<file path="src/design/sis_defs.svh">
// Constants for the software interrupt sequencer: flag positions,
// stack step, vector segment word offset and fixed interrupt types.
// Assumes the flags word uses the push-flags instruction layout.
//
// Functional notes
// - Entry lowers the stack pointer by 2, then stores the flags word.
// - After the flags save, the step and enable flags are cleared to 0.
// - The saved flags word has the push-flags instruction layout.
// - Then the stack pointer drops by 2 and the code segment is stored.
// - Vector entry is type times 4; its word at plus 2 loads the segment.
// - A third push 2 lower saves the pointer; vector word 0 reloads it.
// - A one-byte breakpoint form behaves as interrupt type 3.
// - Overflow trap enters only if the overflow flag is 1; else no effect.
// - Overflow trap uses type 4, vector at 10H, code segment at 12H.
// - A taken overflow trap clears both flags and follows the same steps.
// - Return pops pointer, code segment, flags, adding 2 after each.
// - Return replaces every flag with the popped word, for any handler.
// - Jump-if-above tests carry/zero, OR form by default, AND on request.
// - A taken short jump adds the 8-bit displacement, sign-extended.
`ifndef SIS_DEFS_SVH
`define SIS_DEFS_SVH
`define SIS_BIT_CARRY 0
`define SIS_BIT_ZERO 6
`define SIS_BIT_STEP 8
`define SIS_BIT_ENABLE 9
`define SIS_BIT_OVERFLOW 11
`define SIS_STACK_STEP 16'h0002
`define SIS_VEC_HI_OFS 20'h00002
`define SIS_BRK_TYPE 8'h03
`define SIS_OVF_TYPE 8'h04
`define SIS_WORD_RST 16'h0000
`endif

</file>
<file path="src/design/sis_pkg.sv">
// Types shared by the sequencer and its helpers.
// Assumes sis_defs.svh is on the include path.
package sis_pkg;
`include "sis_defs.svh"

  typedef enum logic [2:0] {
    SIS_OP_SWINT,
    SIS_OP_BREAK,
    SIS_OP_OVF_TRAP,
    SIS_OP_TRAP_RET,
    SIS_OP_JUMP_ABOVE
  } sis_op_t;

  typedef struct packed {
    sis_op_t op;
    logic [7:0] itype;
    logic [7:0] short_displacement;
  } sis_cmd_t;

  typedef struct packed {
    logic [15:0] flags;
    logic [15:0] cs;
    logic [15:0] instruction_pointer;
    logic [15:0] stack_pointer;
  } sis_ctx_t;

  typedef enum logic [3:0] {
    S_IDLE, S_PUSH_FL, S_PUSH_CS, S_RD_CS, S_PUSH_PTR, S_RD_PTR,
    S_POP_PTR, S_POP_CS, S_POP_FL, S_DONE
  } sis_state_t;

  typedef enum logic [1:0] {W_IDLE, W_LO, W_HI} sis_wstate_t;

  // Segment and offset to a 20-bit physical address
  function automatic logic [19:0] sis_phys(input logic [15:0] seg,
                                           input logic [15:0] ofs);
    sis_phys = {seg, 4'h0} + {4'h0, ofs};
  endfunction

  // Vector entry address: type times four
  function automatic logic [19:0] sis_vec(input logic [7:0] t);
    sis_vec = {10'h000, t, 2'b00};
  endfunction
endpackage

</file>
<file path="src/design/sis_word_port.sv">
// Splits one 16-bit stack or vector access overflow_trap_instr two byte accesses.
// Assumes a byte memory on the same clock answering with mem_ack_i.
`timescale 1ns/1ps
`include "sis_defs.svh"
module sis_word_port
  import sis_pkg::*;
(
  // Clock and reset
  input wire logic clk_i,
  input wire logic rst_i,
  // Word request
  input wire logic start_i,
  input wire logic we_i,
  input wire logic [19:0] addr_i,
  input wire logic [15:0] wdata_i,
  output logic done_o,
  output logic [15:0] rdata_o,
  // Byte memory
  output logic mem_req_o,
  output logic mem_we_o,
  output logic [19:0] mem_addr_o,
  output logic [7:0] mem_wdata_o,
  input wire logic mem_ack_i,
  input wire logic [7:0] mem_rdata_i
);
  sis_wstate_t state, next_state;
  logic we, next_we, done, next_done;
  logic [19:0] addr, next_addr;
  logic [15:0] wdata, next_wdata, rdata, next_rdata;

  // Low byte at the address, high byte one above
  always_comb
  begin
    next_state = state;
    next_we = we;
    next_addr = addr;
    next_wdata = wdata;
    next_rdata = rdata;
    next_done = 1'b0;
    case (state)
      W_IDLE:
        if (start_i)
        begin
          next_state = W_LO;
          next_we = we_i;
          next_addr = addr_i;
          next_wdata = wdata_i;
        end
      W_LO:
        if (mem_ack_i)
        begin
          next_state = W_HI;
          next_addr = addr + 20'h00001;
          next_rdata = {8'h00, mem_rdata_i};
        end
      W_HI:
        if (mem_ack_i)
        begin
          next_state = W_IDLE;
          next_done = 1'b1;
          next_rdata = {mem_rdata_i, rdata[7:0]};
        end
      default: next_state = W_IDLE;
    endcase
  end

  always_ff @(posedge clk_i)
  begin
    if (rst_i)
    begin
      state <= W_IDLE;
      we <= 1'b0;
      addr <= 20'h00000;
      wdata <= `SIS_WORD_RST;
      rdata <= `SIS_WORD_RST;
      done <= 1'b0;
    end
    else
    begin
      state <= next_state;
      we <= next_we;
      addr <= next_addr;
      wdata <= next_wdata;
      rdata <= next_rdata;
      done <= next_done;
    end
  end

  assign done_o = done;
  assign rdata_o = rdata;
  assign mem_req_o = (state != W_IDLE);
  assign mem_we_o = we;
  assign mem_addr_o = addr;
  assign mem_wdata_o = (state == W_HI) ? wdata[15:8] : wdata[7:0];
endmodule

</file>
<file path="src/design/sis_branch.sv">
// Condition and target for the short jump-if-above instruction.
// Purely combinational; the caller registers the result.
`timescale 1ns/1ps
`include "sis_defs.svh"
module sis_branch
  import sis_pkg::*;
(
  // Operands
  input wire logic [15:0] flags_i,
  input wire logic [15:0] instruction_pointer_i,
  input wire logic [7:0] short_displacement_i,
  input wire logic and_form_i,
  // Result
  output logic take_o,
  output logic [15:0] target_o
);
  function automatic logic [15:0] sext8(input logic [7:0] d);
    sext8 = {{8{d[7]}}, d};
  endfunction

  logic carry_clear, zero_clear;

  // OR form by default; the AND form is the usual unsigned "above"
  always_comb
  begin
    carry_clear = !flags_i[`SIS_BIT_CARRY];
    zero_clear = !flags_i[`SIS_BIT_ZERO];
    take_o = and_form_i ? (carry_clear && zero_clear)
                        : (carry_clear || zero_clear);
    target_o = instruction_pointer_i + sext8(short_displacement_i);
  end
endmodule

</file>
<file path="src/design/sis_sequencer.sv">
// Execution sequencing for software interrupt entry, interrupt return
// and the short jump-if-above. Holds a working copy of flags, code
// segment, pointer and stack pointer while an instruction runs.
// Assumes the core supplies the context with each command and that a
// byte-wide memory on the same clock holds stack and vector table.
`timescale 1ns/1ps
`include "sis_defs.svh"
module sis_sequencer
  import sis_pkg::*;
(
  // Clock and reset
  input wire logic clk_i,
  input wire logic rst_i,
  // Command from decode
  input wire logic cmd_valid_i,
  input wire sis_cmd_t cmd_i,
  output logic cmd_ready_o,
  // Context in and out
  input wire sis_ctx_t ctx_i,
  input wire logic [15:0] stack_seg_i,
  input wire logic above_and_form_i,
  output sis_ctx_t ctx_o,
  output logic taken_o,
  output logic done_o,
  // Byte memory
  output logic mem_req_o,
  output logic mem_we_o,
  output logic [19:0] mem_addr_o,
  output logic [7:0] mem_wdata_o,
  input wire logic mem_ack_i,
  input wire logic [7:0] mem_rdata_i
);
  sis_state_t state, next_state;
  sis_ctx_t ctx, next_ctx;
  sis_op_t op, next_op;
  logic [15:0] ss, next_ss;
  logic [19:0] vec, next_vec;
  logic pend, next_pend, taken, next_taken;
  logic wp_start, wp_we, wp_done, mem_step, push_step;
  logic [19:0] wp_addr;
  logic [15:0] wp_wdata, wp_rdata;
  logic br_take;
  logic [15:0] br_target;

  sis_word_port u_word (
    .clk_i(clk_i),
    .rst_i(rst_i),
    .start_i(wp_start),
    .we_i(wp_we),
    .addr_i(wp_addr),
    .wdata_i(wp_wdata),
    .done_o(wp_done),
    .rdata_o(wp_rdata),
    .mem_req_o(mem_req_o),
    .mem_we_o(mem_we_o),
    .mem_addr_o(mem_addr_o),
    .mem_wdata_o(mem_wdata_o),
    .mem_ack_i(mem_ack_i),
    .mem_rdata_i(mem_rdata_i)
  );

  // Evaluated on the incoming context so the jump needs no memory
  sis_branch u_branch (
    .flags_i(ctx_i.flags),
    .instruction_pointer_i(ctx_i.instruction_pointer),
    .short_displacement_i(cmd_i.short_displacement),
    .and_form_i(above_and_form_i),
    .take_o(br_take),
    .target_o(br_target)
  );

  // Access set up per state; pushes address the lowered pointer
  always_comb
  begin
    mem_step = 1'b1;
    push_step = 1'b0;
    wp_we = 1'b0;
    wp_addr = 20'h00000;
    wp_wdata = `SIS_WORD_RST;
    case (state)
      S_PUSH_FL:
      begin
        push_step = 1'b1;
        wp_we = 1'b1;
        wp_addr = sis_phys(ss, ctx.stack_pointer - `SIS_STACK_STEP);
        wp_wdata = ctx.flags;
      end
      S_PUSH_CS:
      begin
        push_step = 1'b1;
        wp_we = 1'b1;
        wp_addr = sis_phys(ss, ctx.stack_pointer - `SIS_STACK_STEP);
        wp_wdata = ctx.cs;
      end
      S_PUSH_PTR:
      begin
        push_step = 1'b1;
        wp_we = 1'b1;
        wp_addr = sis_phys(ss, ctx.stack_pointer - `SIS_STACK_STEP);
        wp_wdata = ctx.instruction_pointer;
      end
      S_RD_CS: wp_addr = vec + `SIS_VEC_HI_OFS;
      S_RD_PTR: wp_addr = vec;
      S_POP_PTR, S_POP_CS, S_POP_FL:
        wp_addr = sis_phys(ss, ctx.stack_pointer);
      default: mem_step = 1'b0;
    endcase
    // One word access per memory state
    wp_start = mem_step && !pend;
  end

  // Sequence and context updates
  always_comb
  begin
    next_state = state;
    next_ctx = ctx;
    next_op = op;
    next_ss = ss;
    next_vec = vec;
    next_taken = taken;
    next_pend = pend;
    if (wp_start)
      next_pend = 1'b1;
    if (wp_done)
      next_pend = 1'b0;
    // Stack pointer drops as each push is issued
    if (wp_start && push_step)
      next_ctx.stack_pointer = ctx.stack_pointer - `SIS_STACK_STEP;
    case (state)
      S_IDLE:
        if (cmd_valid_i)
        begin
          next_ctx = ctx_i;
          next_ss = stack_seg_i;
          next_op = cmd_i.op;
          next_taken = 1'b1;
          next_vec = sis_vec(cmd_i.itype);
          next_state = S_PUSH_FL;
          case (cmd_i.op)
            SIS_OP_BREAK: next_vec = sis_vec(`SIS_BRK_TYPE);
            SIS_OP_OVF_TRAP:
            begin
              next_vec = sis_vec(`SIS_OVF_TYPE);
              if (!ctx_i.flags[`SIS_BIT_OVERFLOW])
              begin
                next_taken = 1'b0;
                next_state = S_DONE;
              end
            end
            SIS_OP_TRAP_RET: next_state = S_POP_PTR;
            SIS_OP_JUMP_ABOVE:
            begin
              next_taken = br_take;
              if (br_take)
                next_ctx.instruction_pointer = br_target;
              next_state = S_DONE;
            end
            default: next_state = S_PUSH_FL;
          endcase
        end
      S_PUSH_FL:
        if (wp_done)
        begin
          next_ctx.flags[`SIS_BIT_STEP] = 1'b0;
          next_ctx.flags[`SIS_BIT_ENABLE] = 1'b0;
          next_state = S_PUSH_CS;
        end
      S_PUSH_CS:
        if (wp_done)
          next_state = S_RD_CS;
      S_RD_CS:
        if (wp_done)
        begin
          next_ctx.cs = wp_rdata;
          next_state = S_PUSH_PTR;
        end
      S_PUSH_PTR:
        if (wp_done)
          next_state = S_RD_PTR;
      S_RD_PTR:
        if (wp_done)
        begin
          next_ctx.instruction_pointer = wp_rdata;
          next_state = S_DONE;
        end
      S_POP_PTR:
        if (wp_done)
        begin
          next_ctx.instruction_pointer = wp_rdata;
          next_ctx.stack_pointer = ctx.stack_pointer + `SIS_STACK_STEP;
          next_state = S_POP_CS;
        end
      S_POP_CS:
        if (wp_done)
        begin
          next_ctx.cs = wp_rdata;
          next_ctx.stack_pointer = ctx.stack_pointer + `SIS_STACK_STEP;
          next_state = S_POP_FL;
        end
      S_POP_FL:
        if (wp_done)
        begin
          next_ctx.flags = wp_rdata;
          next_ctx.stack_pointer = ctx.stack_pointer + `SIS_STACK_STEP;
          next_state = S_DONE;
        end
      S_DONE: next_state = S_IDLE;
      default: next_state = S_IDLE;
    endcase
  end

  always_ff @(posedge clk_i)
  begin
    if (rst_i)
    begin
      state <= S_IDLE;
      ctx <= '0;
      op <= SIS_OP_SWINT;
      ss <= `SIS_WORD_RST;
      vec <= 20'h00000;
      pend <= 1'b0;
      taken <= 1'b0;
    end
    else
    begin
      state <= next_state;
      ctx <= next_ctx;
      op <= next_op;
      ss <= next_ss;
      vec <= next_vec;
      pend <= next_pend;
      taken <= next_taken;
    end
  end

  // Ready only between instructions; result valid in the done cycle
  assign cmd_ready_o = (state == S_IDLE);
  assign done_o = (state == S_DONE);
  assign ctx_o = ctx;
  assign taken_o = taken;
endmodule

</file>
<file path="config.mk">
export PLATFORM = sky130hd
export DESIGN_NAME = sis_sequencer
export DESIGN_NICKNAME = d
export VERILOG_FILES = /design/src/design/sis_pkg.sv /design/src/design/sis_word_port.sv /design/src/design/sis_branch.sv /design/src/design/sis_sequencer.sv
export VERILOG_INCLUDE_DIRS = /design/src /design/src/design
export SDC_FILE = /design/constraint.sdc
export NUM_CORES = 1
export LEC_CHECK = 0
export ABC_AREA = 1
export BUFFER_PORTS_ARGS = -buffer_cell sky130_fd_sc_hd__buf_2
export CORE_MARGIN = 2
export CORE_UTILIZATION = 50
export CTS_BUF_LIST = sky130_fd_sc_hd__clkbuf_4 sky130_fd_sc_hd__clkbuf_8
export DETAILED_ROUTE_END_ITERATION = 10
export PLACE_DENSITY = 0.74
export RECOVER_POWER = 100
export SYNTH_ARGS = -nofsm -noshare
export SYNTH_HDL_FRONTEND = slang
export SYNTH_SLANG_ARGS = --single-unit
</file>
<file path="constraint.sdc">
create_clock -name clk_i -period 3.46 [get_ports clk_i]
set_input_delay 0.519 -clock clk_i [delete_from_list [all_inputs] [get_ports clk_i]]
set_output_delay 0.519 -clock clk_i [all_outputs]
set_load 0.005 [all_outputs]
</file>
==> results.ini <==
[synthesis]
synth_compound_area_share_pct=19.2
ys_top_cells_by_area=dfxtp_1 30%, nand2_1 18%, a21oi_1 7.5%
synth_flop_cell=dfxtp_1
synth_edf_count=0
yosysTopAreaCellShare_pct=30.0
ys_seq_elements=150
synth_fp_nets=1784
syn-cell-area_um2=10000
synth_fa_ha_area_share_pct=4.27
yosysUniqueCellTypes=45
yosysSeqAreaShare_pct=30.0
synth_top_family_by_area=simple AND/OR/NAND/NOR gates
ys_async_sr_fraction_pct=0
synthMuxAreaShare_pct=0.100
synth-simple-area-share_pct=33.2
synth_xor_area_share_pct=2.97
yosysWarnings=0
synth_area_leader_cell=dfxtp_1
synthCells=1639
synth.avg_cell_area_um2=6.11

[floorplanning]
num_io_pins=209
die_area_um2=21200
placementRows=51
core_region_area_um2=19500
die_x_um=146
die_height_um=146
start_util_pct=51.3

[final_layout]
area_growth_pct=14.2
n_fill_cell=2089
multiInputGateArea_um2=5960
final_area_um2=11400
seq_area_um2=3000
drive_above_1_share_pct=12.2
nets=1949
final_cell_mix=479 x nand2_1, 181 x nor2_1, 177 x inv_1, 156 x buf_2, 151 x a21oi_1
layout_commonest_cell=nand2_1

[detailed_routing]
drt_iter0_markers=947
drc=0
viasPerCell=5.45
wire_per_inst_um=16.2
antenna_left=0
dr.pass1.iters=6
route.vias.total=11400
wl_um=33700

[timing]
finClkSkew_ns=0.0129
max_freq_mhz=335
tns_ns=0
setup_violations=0
fin_crit_sh_pct=86.2
rsz0062_at_grt=no
hold_ws_ns=0.243
slew_violations=0
worst_pin_slew_ns=1.19
max_slew_margin_pct=20.9
period_needed_ns=2.98
hold_violations=0

[power_and_ir_drop]
power_density_nw_per_um2=795
p_leak_nw=5.35
p_total_mw=9.08
vdd_drop_max_v=0.000389

[clocking]
cts_num_sinks=150
numCtsBuffers=17
cts_tree=built
ctsResizeCount=0
cts-htree-levels=4
insertion_delay_ns=0.49
cts_setup_buffers=0
clk_transition_reported_paths_ns=0.10
clockBufferDepth=2
cts_hold_buf=0
cts-root-buf=clkbuf_8

[setup_path]
crit_path_start_kind=register
worstSetupEndpointType=register
critPathKind=reg2reg
crit_fanout=8
crit_required_ns=3.87
worstPathArrival_ns=3.40

[flow_run]
drv_cap=0

[placed_design]
post-dp-hpwl_um=25900
io_buffer_count=208
dpl_cell_area_um2=11100
place_congestion=0.982

[grt]
gr-total-overflow=0
grt.total_usage_pct=31.2
grt_max_degree=55
grt_pass1_vias=10300
grt_pass1_wl_um=53400
antenna_found_initial=2

[run_status]
status=completed

[worst_hold_path]
hp-class=in2reg

==> routing by layer <==
metal | track usage, % | share of wire, % | vias to the layer above
met5 | 0 | 0 | -
met2 | 51.8 | 47 | 452
met3 | 6.18 | 7.2 | 85
met4 | 13.5 | 4.0 | 0
li1 | - | - | 5646
met1 | 39.6 | 42 | 5183
==> logic make-up (layout without fill, tap and decap cells) <==
family          after synthesis  after routing
buf+inv                     255            433
fa+ha+maj                    33             33
simple gates                812            812
xor+xnor                     34             34
flops                       150            150
mux                           1              1
other cells                   0              3
compound gates              354            354
==> worst max-delay path, cell delays in order (launching register included) <==
cell and delay (ns):
dfxtp_1 0.40, inv_1 0.17, ha_1 0.22, nand2_1 0.13, nor2_1 0.23, nand2_1 0.09
xor2_1 0.16, o21ai_0 0.28, ha_1 0.32, nand2_1 0.08, inv_1 0.06, a21oi_1 0.25
nor2_1 0.07, nor2_1 0.12, nand2_1 0.07, nand2_1 0.06, nand3_1 0.06, a21oi_1 0.16
==> metrics by stage <==
stage | worst slack, ns | cells | util [%]
global route | 0.0925 | 2083 | 58.5
global placement | 0.645 | 2050 | 57.1
detailed placement | 0.544 | 2050 | 57.1
finish | 0.478 | 2085 | 58.5
floorplan | 0.724 | 1639 | -
CTS | 0.506 | 2082 | 59.0
==> synth_stat cells (2+ instances only) <==
| cell type | n |
|---|---|
| buf_1 | 2 |
| nor2_1 | 179 |
| dfxtp_1 | 150 |
| or2_2 | 5 |
| ha_1 | 31 |
| o21ai_1 | 7 |
| and2_1 | 2 |
| a221oi_1 | 2 |
| nand3_1 | 98 |
| a32o_1 | 3 |
| nand4_1 | 10 |
| fa_1 | 2 |
| a31oi_1 | 31 |
| inv_2 | 8 |
| nand3b_1 | 6 |
| xor2_1 | 26 |
| buf_2 | 19 |
| nor3_1 | 17 |
| xnor2_1 | 8 |
| buf_6 | 4 |
| a21o_1 | 2 |
| buf_4 | 3 |
| nand2_1 | 477 |
| o211ai_1 | 17 |
| a21oi_1 | 150 |
| clkbuf_1 | 44 |
| o22ai_1 | 2 |
| nand2_2 | 6 |
| a22oi_1 | 6 |
| nor2_2 | 7 |
| o21a_1 | 4 |
| o21ai_0 | 125 |
| inv_1 | 174 |
==> flip-flops by register name, summed over array words and instances (netlist names) <==
| signal | cells |
|---|---|
| u_word.done_o | 1 |
| u_word.mem_we_o | 1 |
| u_word.state | 2 |
| vec | 8 |
| pend | 1 |
| taken_o | 1 |
| state | 4 |
| u_word.wdata | 16 |
| u_word.rdata_o | 16 |
| ctx_o | 64 |
| u_word.mem_addr_o | 20 |
| ss | 16 |
==> final cells by class <==
| type | instances | area share, % |
|---|---|---|
| diodes | 3 | 0.0657 |
| clock buffers | 17 | 2.05 |
| clock inverters | 15 | 1.27 |
| inverters | 182 | 5.98 |
| multi-input cells | 1234 | 52.1 |
| flip-flops and latches | 150 | 26.3 |
| well taps | 265 | 2.90 |
| repair buffers | 219 | 9.32 |
==> report_power, final <==
part           internal (mW)  switching, mW
logic                   1.66           3.31
registers               2.21          0.533
clock network          0.585          0.781
==> worst paths after layout <==
| kind | slack (ns) | cells past startpoint | from | end |
|---|---|---|---|---|
| setup / recovery | 0.48 | 17 | ctx_o[1]$_SDFF_PP0_ | u_word.mem_addr_o[17]$_SDFFE_PP0P_ |
| setup reg to reg | 0.48 | 17 | ctx_o[1]$_SDFF_PP0_ | u_word.mem_addr_o[17]$_SDFFE_PP0P_ |
| hold / removal | 0.24 | 2 | mem_rdata_i[7] | u_word.rdata_o[15]$_SDFFE_PP0P_ |
| hold reg to reg | 0.47 | 2 | u_word.wdata[12]$_SDFFE_PP0P_ | u_word.wdata[12]$_SDFFE_PP0P_ |
Power figures use the tool's default switching activity.
